## src/strap_pkg.sv

```systemverilog
// constants and types for the repeater strap and general pin block
// Summary of operation
// - register-bus mode: interrupt pin open-drain, held low while interrupt pending.
// - other modes: interrupt pin is a strap input sampled at reset.
// - after reset in register-bus mode the interrupt pin works as open-drain output only.
// - uart-select and debug pins are inputs after reset and soft reset.
// - register-bus mode: uart-select pin low enables sideband uart mode.
// - uart mode routes usb d+ to eusb2 d+, eusb2 d- to usb d-.
// - register-bus mode: debug pin is a debug input.
// - plain repeater mode: uart-select and debug pins are straps sampled at reset; uart mode: uart-select low enables uart.
// - plain repeater mode: three pin straps form the tuning code.
// - after reset release the repeater enables in default eusb2 mode.
package strap_pkg;
   localparam int unsigned SYNC_STAGES = 3;
   localparam logic [2:0] TUNE_RESET = 3'h0;
   // cycles after release before straps are captured
   localparam int unsigned SETTLE_CYCLES = 4;
   localparam int unsigned SETTLE_W = 3;

   typedef enum logic [1:0] {
      MODE_REPEATER = 2'b00,
      MODE_UART = 2'b01,
      MODE_REGBUS = 2'b10
   } mode_type;

   typedef struct packed {
      logic scl;
      logic sda;
      logic uart_select_pin;
      logic debug_strap_pin;
      logic irq_strap_pin;
   } pins_type;

   typedef struct packed {
      logic usb_dp_to_edp;
      logic edn_to_usb_dn;
   } uart_route_type;
endpackage

```

## src/strap_pins.sv

```systemverilog
// strap sampling, mode select and general pin roles of the repeater
`timescale 1ns/100ps
`default_nettype none
module strap_pins (
   input wire logic clk_i,
   input wire logic rst_n_i,
   input wire strap_pkg::pins_type pins_i,
   input wire logic soft_reset_i,
   input wire logic irq_pending_i,
   input wire logic usb_dp_i,
   input wire logic edn_i,
   output logic irq_strap_pin_o,
   output logic irq_strap_pin_oe_o,
   output logic uart_select_pin_oe_o,
   output logic debug_strap_pin_oe_o,
   output strap_pkg::mode_type mode_o,
   output logic straps_valid_o,
   output logic [2:0] tune_code_o,
   output logic uart_enable_o,
   output logic debug_in_o,
   output logic repeater_enable_o,
   output logic edp_o,
   output logic usb_dn_o,
   output strap_pkg::uart_route_type route_o
);
   import strap_pkg::*;

   // three-stage synchronisers for the pins
   pins_type s1_q, s2_q, s3_q;
   pins_type s1_d, s2_d, s3_d;
   logic [SETTLE_W-1:0] cnt_q, cnt_d;
   logic valid_q, valid_d;
   mode_type mode_q, mode_d;
   logic [2:0] tune_q, tune_d;
   logic uart_en_q, uart_en_d;
   logic dbg_q, dbg_d;
   logic irq_q, irq_d;
   logic edp_q, edp_d;
   logic dn_q, dn_d;

   always_comb begin
      s1_d = pins_i;
      s2_d = s1_q;
      s3_d = s2_q;
      cnt_d = cnt_q;
      valid_d = valid_q;
      mode_d = mode_q;
      tune_d = tune_q;
      uart_en_d = uart_en_q;
      dbg_d = dbg_q;
      irq_d = 1'b0;
      edp_d = 1'b0;
      dn_d = 1'b0;
      if (!valid_q) begin
         // sample straps once settled and stable
         if (cnt_q != SETTLE_W'(SETTLE_CYCLES)) begin
            cnt_d = cnt_q + SETTLE_W'(1);
         end else if (s2_q == s3_q) begin
            valid_d = 1'b1;
            if (!s3_q.scl) begin
               mode_d = MODE_REPEATER;
               tune_d = {s3_q.irq_strap_pin, s3_q.debug_strap_pin, s3_q.uart_select_pin};
            end else if (!s3_q.sda) begin
               mode_d = MODE_UART;
            end else begin
               mode_d = MODE_REGBUS;
            end
         end
      end else begin
         if (s2_q.uart_select_pin == s3_q.uart_select_pin) begin
            uart_en_d = (mode_q != MODE_REPEATER) && !s3_q.uart_select_pin;
         end
         if (s2_q.debug_strap_pin == s3_q.debug_strap_pin) begin
            dbg_d = (mode_q == MODE_REGBUS) && s3_q.debug_strap_pin;
         end
         irq_d = (mode_q == MODE_REGBUS) && irq_pending_i;
         edp_d = uart_en_q && usb_dp_i;
         dn_d = uart_en_q && edn_i;
      end
      if (soft_reset_i) begin
         uart_en_d = 1'b0;
         dbg_d = 1'b0;
      end
   end

   always_ff @(posedge clk_i or negedge rst_n_i) begin
      if (!rst_n_i) begin
         s1_q <= '0;
         s2_q <= '0;
         s3_q <= '0;
         cnt_q <= '0;
         valid_q <= 1'b0;
         mode_q <= MODE_REPEATER;
         tune_q <= TUNE_RESET;
         uart_en_q <= 1'b0;
         dbg_q <= 1'b0;
         irq_q <= 1'b0;
         edp_q <= 1'b0;
         dn_q <= 1'b0;
      end else begin
         s1_q <= s1_d;
         s2_q <= s2_d;
         s3_q <= s3_d;
         cnt_q <= cnt_d;
         valid_q <= valid_d;
         mode_q <= mode_d;
         tune_q <= tune_d;
         uart_en_q <= uart_en_d;
         dbg_q <= dbg_d;
         irq_q <= irq_d;
         edp_q <= edp_d;
         dn_q <= dn_d;
      end
   end

   // open-drain: output always low, enable only when asserting
   assign irq_strap_pin_o = 1'b0;
   assign irq_strap_pin_oe_o = irq_q;
   assign uart_select_pin_oe_o = 1'b0;
   assign debug_strap_pin_oe_o = 1'b0;
   assign mode_o = mode_q;
   assign straps_valid_o = valid_q;
   assign tune_code_o = tune_q;
   assign uart_enable_o = uart_en_q;
   assign debug_in_o = dbg_q;
   assign repeater_enable_o = valid_q;
   assign edp_o = edp_q;
   assign usb_dn_o = dn_q;
   assign route_o = '{usb_dp_to_edp: uart_en_q, edn_to_usb_dn: uart_en_q};
endmodule // strap_pins
`default_nettype wire

```

## config.mk

```make
export PLATFORM = sky130hd
export DESIGN_NAME = strap_pins
export DESIGN_NICKNAME = d
export VERILOG_FILES = /design/src/strap_pkg.sv /design/src/strap_pins.sv
export SDC_FILE = /design/constraint.sdc
export NUM_CORES = 1
export LEC_CHECK = 0
export BUFFER_PORTS_ARGS = -buffer_cell sky130_fd_sc_hd__buf_2
export CORE_ASPECT_RATIO = 0.8
export CORE_UTILIZATION = 25
export DETAILED_ROUTE_END_ITERATION = 8
export SYNTH_ARGS = -nofsm -noshare
export SYNTH_HDL_FRONTEND = slang
export SYNTH_SLANG_ARGS = --single-unit
```

## constraint.sdc

```tcl
create_clock -name clk_i -period 1.9 [get_ports clk_i]
set_input_delay 0.095 -clock clk_i [delete_from_list [all_inputs] [get_ports clk_i]]
set_output_delay 0.095 -clock clk_i [all_outputs]
set_load 0.01 [all_outputs]
```

==> metrics <==
Lkg Pwr=slightly below 0.7 nW; yosys warns=0; total gr overflow=0; CORE AREA=approximately 4200 sq um; RSZ-0062 raised after global routing=false; vias post-DR=716; Final HPWL DP=1.34 mm; Num CTS Buffers=5; Place WS=269 ps; DP Area=1270 sq um; Core Rows=21; layout cell share with drive strength beyond 1=roughly 33%; Worst setup SP type=register; synthesized instance count=85; clock tree buffer depth=2; CTS tree=done; first-pass GRT wire length=around 3.2 mm; Syn-to-layout area delta=30.0%; final worst path period share=85.0%; PwrDens=~1100 nW/um^2; Final Worst Setup Slack=286 ps; Antenna Cells=0; DRT Wirelength=1.83 mm; CP Max Fanout=3; Max Cap Violations=0; CTS Root Cell=clkbuf_8; io pins=28; Peak VDD IR=495 uV; Slew Limit Fails=0; Setup Fix Bufs, Post-CTS=0; largest net degree at the start of global routing=30; worst slew pin tran=613 ps; final instance area=1450 sq um; Seq/Total Area, Yosys=64.9%; FF+latch count, synth=29; Clock Power Share=around 40%; Port Buf Inserts=24; Final Skew=between 6 and 7 ps; die extent in x=about 77 microns; layout filler cell count=between 400 and 500; CTS sink count=29; die height=61.8 microns; Netlist Area Pre-Place=1120 sq um; Max Clk Rate=620 MHz; Setup-failing EPs final=0; Pre-antenna DRT Iters=3; setup TNS=0 ps; clock period minus final worst setup slack=1610 ps; worst setup path startpoint=cnt_q[0]$_DFFE_PN0P_; Slew headroom=59.2%; Detailed Route Iter0 Violations=51; P_sw=slightly below 400 uW; Remaining DRCs=0; crit end category=register; Wirelength per Cell=10.4 microns; global-route usage over all layers=9.57%; vias in the first global route=723; clk slew on worst S/H paths=60 ps; Initial Utilization=between 20% and 30%; Clock Latency Late Sink=roughly 280 ps; status=finished, final reports clean; initial antenna violation count=0; CTS HTree Levels=2; Comb pwr share=between 10% and 20%; RR Startpoint=cnt_q[0]$_DFFE_PN0P_; placer congestion estimate=0.826; Crit Path Category=reg2reg; nets=around 130; crit path DAT=1780 ps; via-per-instance ratio=4.07; antenna viol nets, final=0; Sw Share=24.5%; CTS resizes=0; Fin. Hold Viols=0; Hold Path Origin=edn_i; post-synthesis cell type count=25; Hold/Removal Path Class=in2reg; Pint=1.21 mW; die area=4750 sq um; Syn Area/Cell=around 13 sq um; part of the power in registers=46.6%; Req. time, crit path=a little over 2000 ps
==> metal layers <==
metal  vias up  routed length (microns)  GRT usage, %
met4         0                       31          5.77
li1        338                        -             -
met3         5                      117          4.82
met2        25                      836          14.9
met5         -                        0             0
met1       348                      847          10.9
==> final timing paths <==
| check | depth (start not counted) | slack (ps) | to |
|---|---|---|---|
| setup / recovery | 5 | 290 | tune_code_o[1]$_DFFE_PN0P_ |
| hold / removal | 2 | 60 | usb_dn_o$_DFF_PN0_ |
| setup reg to reg | 5 | 290 | tune_code_o[1]$_DFFE_PN0P_ |
| hold reg to reg | 0 | 350 | s2_q[4]$_DFF_PN0_ |
| max in group asynchronous | 2 | 1130 | repeater_enable_o$_DFF_PN0_ |
| min in group asynchronous | 2 | 370 | s2_q[1]$_DFF_PN0_ |
==> layout make-up <==
class / count / area [sq um] / share of cell area (%)
clock buffers: 7 / 86.3 / 5.94
inverters: 6 / 22.5 / 1.55
multi-input cells: 45 / 328 / 22.5
flip-flops and latches: 29 / 726 / 49.9
well taps: 57 / 71.3 / 4.91
clock inverters: 1 / 30.0 / 2.07
repair buffers: 31 / 190 / 13.1
==> kinds of logic after synthesis <==
family                   Yosys count  synth area share, %
multiplexers                       5                 4.92
flip-flops                        29                 64.9
AO/OA/AOI/OAI                     11                 5.26
other                              1                0.335
AND/OR/NAND/NOR                   19                 12.0
adder cells (fa/ha/maj)            2                 2.24
buffers and inverters             13                 6.49
XOR/XNOR                           5                 3.91
==> synthesized netlist by cell type <==
cell      count  area share, %
and2b_2       1           0.78
a31oi_1       1           0.56
o21ai_0       4            1.8
mux2_2        4            4.0
nor4b_1       1           0.78
nor2_1        2           0.67
buf_2         1           0.45
nor4_4        1            1.9
nand4_1       1           0.56
nand2b_1      2            1.1
a21oi_1       5            2.2
ha_1          2            2.2
conb_1        1           0.34
nor2b_1       1           0.56
nand4_2       1            1.1
xnor2_1       5            3.9
dfrtp_1      29             65
buf_4         6            4.0
nor3_2        1           0.89
mux2i_1       1           0.89
nand4b_1      1           0.78
o31ai_1       1           0.67
inv_1         6            2.0
and3_1        2            1.1
nand2_1       5            1.7
==> per-stage QoR <==
step / hold WS, ps / instances / util [%] / power, mW
2_1_floorplan: -201 / 87 / - / 0.882
3_3_place_gp: 134 / 161 / 30.0 / 0.965
3_5_place_dp: 155 / 161 / 30.0 / 0.967
4_1_cts: 47.7 / 176 / 34.4 / 1.63
5_1_grt: 45.0 / 176 / 34.4 / 1.69
6_report: 56.7 / 176 / 34.4 / 1.60
==> registers in the layout (all words and copies together) (netlist names) <==
name	cells
cnt_q	3
debug_in_o	1
edp_o	1
irq_strap_pin_oe_o	1
mode_o	2
repeater_enable_o	1
s1_q	5
s2_q	5
s3_q	5
tune_code_o	3
uart_enable_o	1
usb_dn_o	1
==> layout by cell type, fill, tap and decap left out, types with 2 or more instances in the layout <==
master,instances
a21oi_1,5
and3_1,2
clkbuf_8,6
ha_1,2
conb_1,3
o21ai_0,4
inv_1,6
xnor2_1,5
dlygate4sd3_1,7
nor2_1,2
nand2b_1,2
buf_2,24
nand2_1,5
mux2_2,4
dfrtp_1,29
==> worst max-delay path: stages, from the launching register on <==
cell and delay [ps]:
dfrtp_1 380, inv_1 100, ha_1 200, nand4_1 200
nor4_4 260, mux2_2 370
==> power groups by stage <==
| stage | clock network, mW | registers, mW | logic, mW |
|---|---|---|---|
| floorplan | 0 | 0.753 | 0.130 |
| global placement | 0 | 0.759 | 0.207 |
| detailed placement | 0 | 0.760 | 0.208 |
| CTS | 0.664 | 0.750 | 0.219 |
| global route | 0.694 | 0.760 | 0.241 |
| finish | 0.642 | 0.746 | 0.214 |
==> timing repair <==
action | CTS | global route
hold buffers | 7 | 0
setup endpoints to repair | 0 | 0
endpoints found under the hold margin | 36 | 0
No activity file was read; power rests on OpenSTA's default activity.
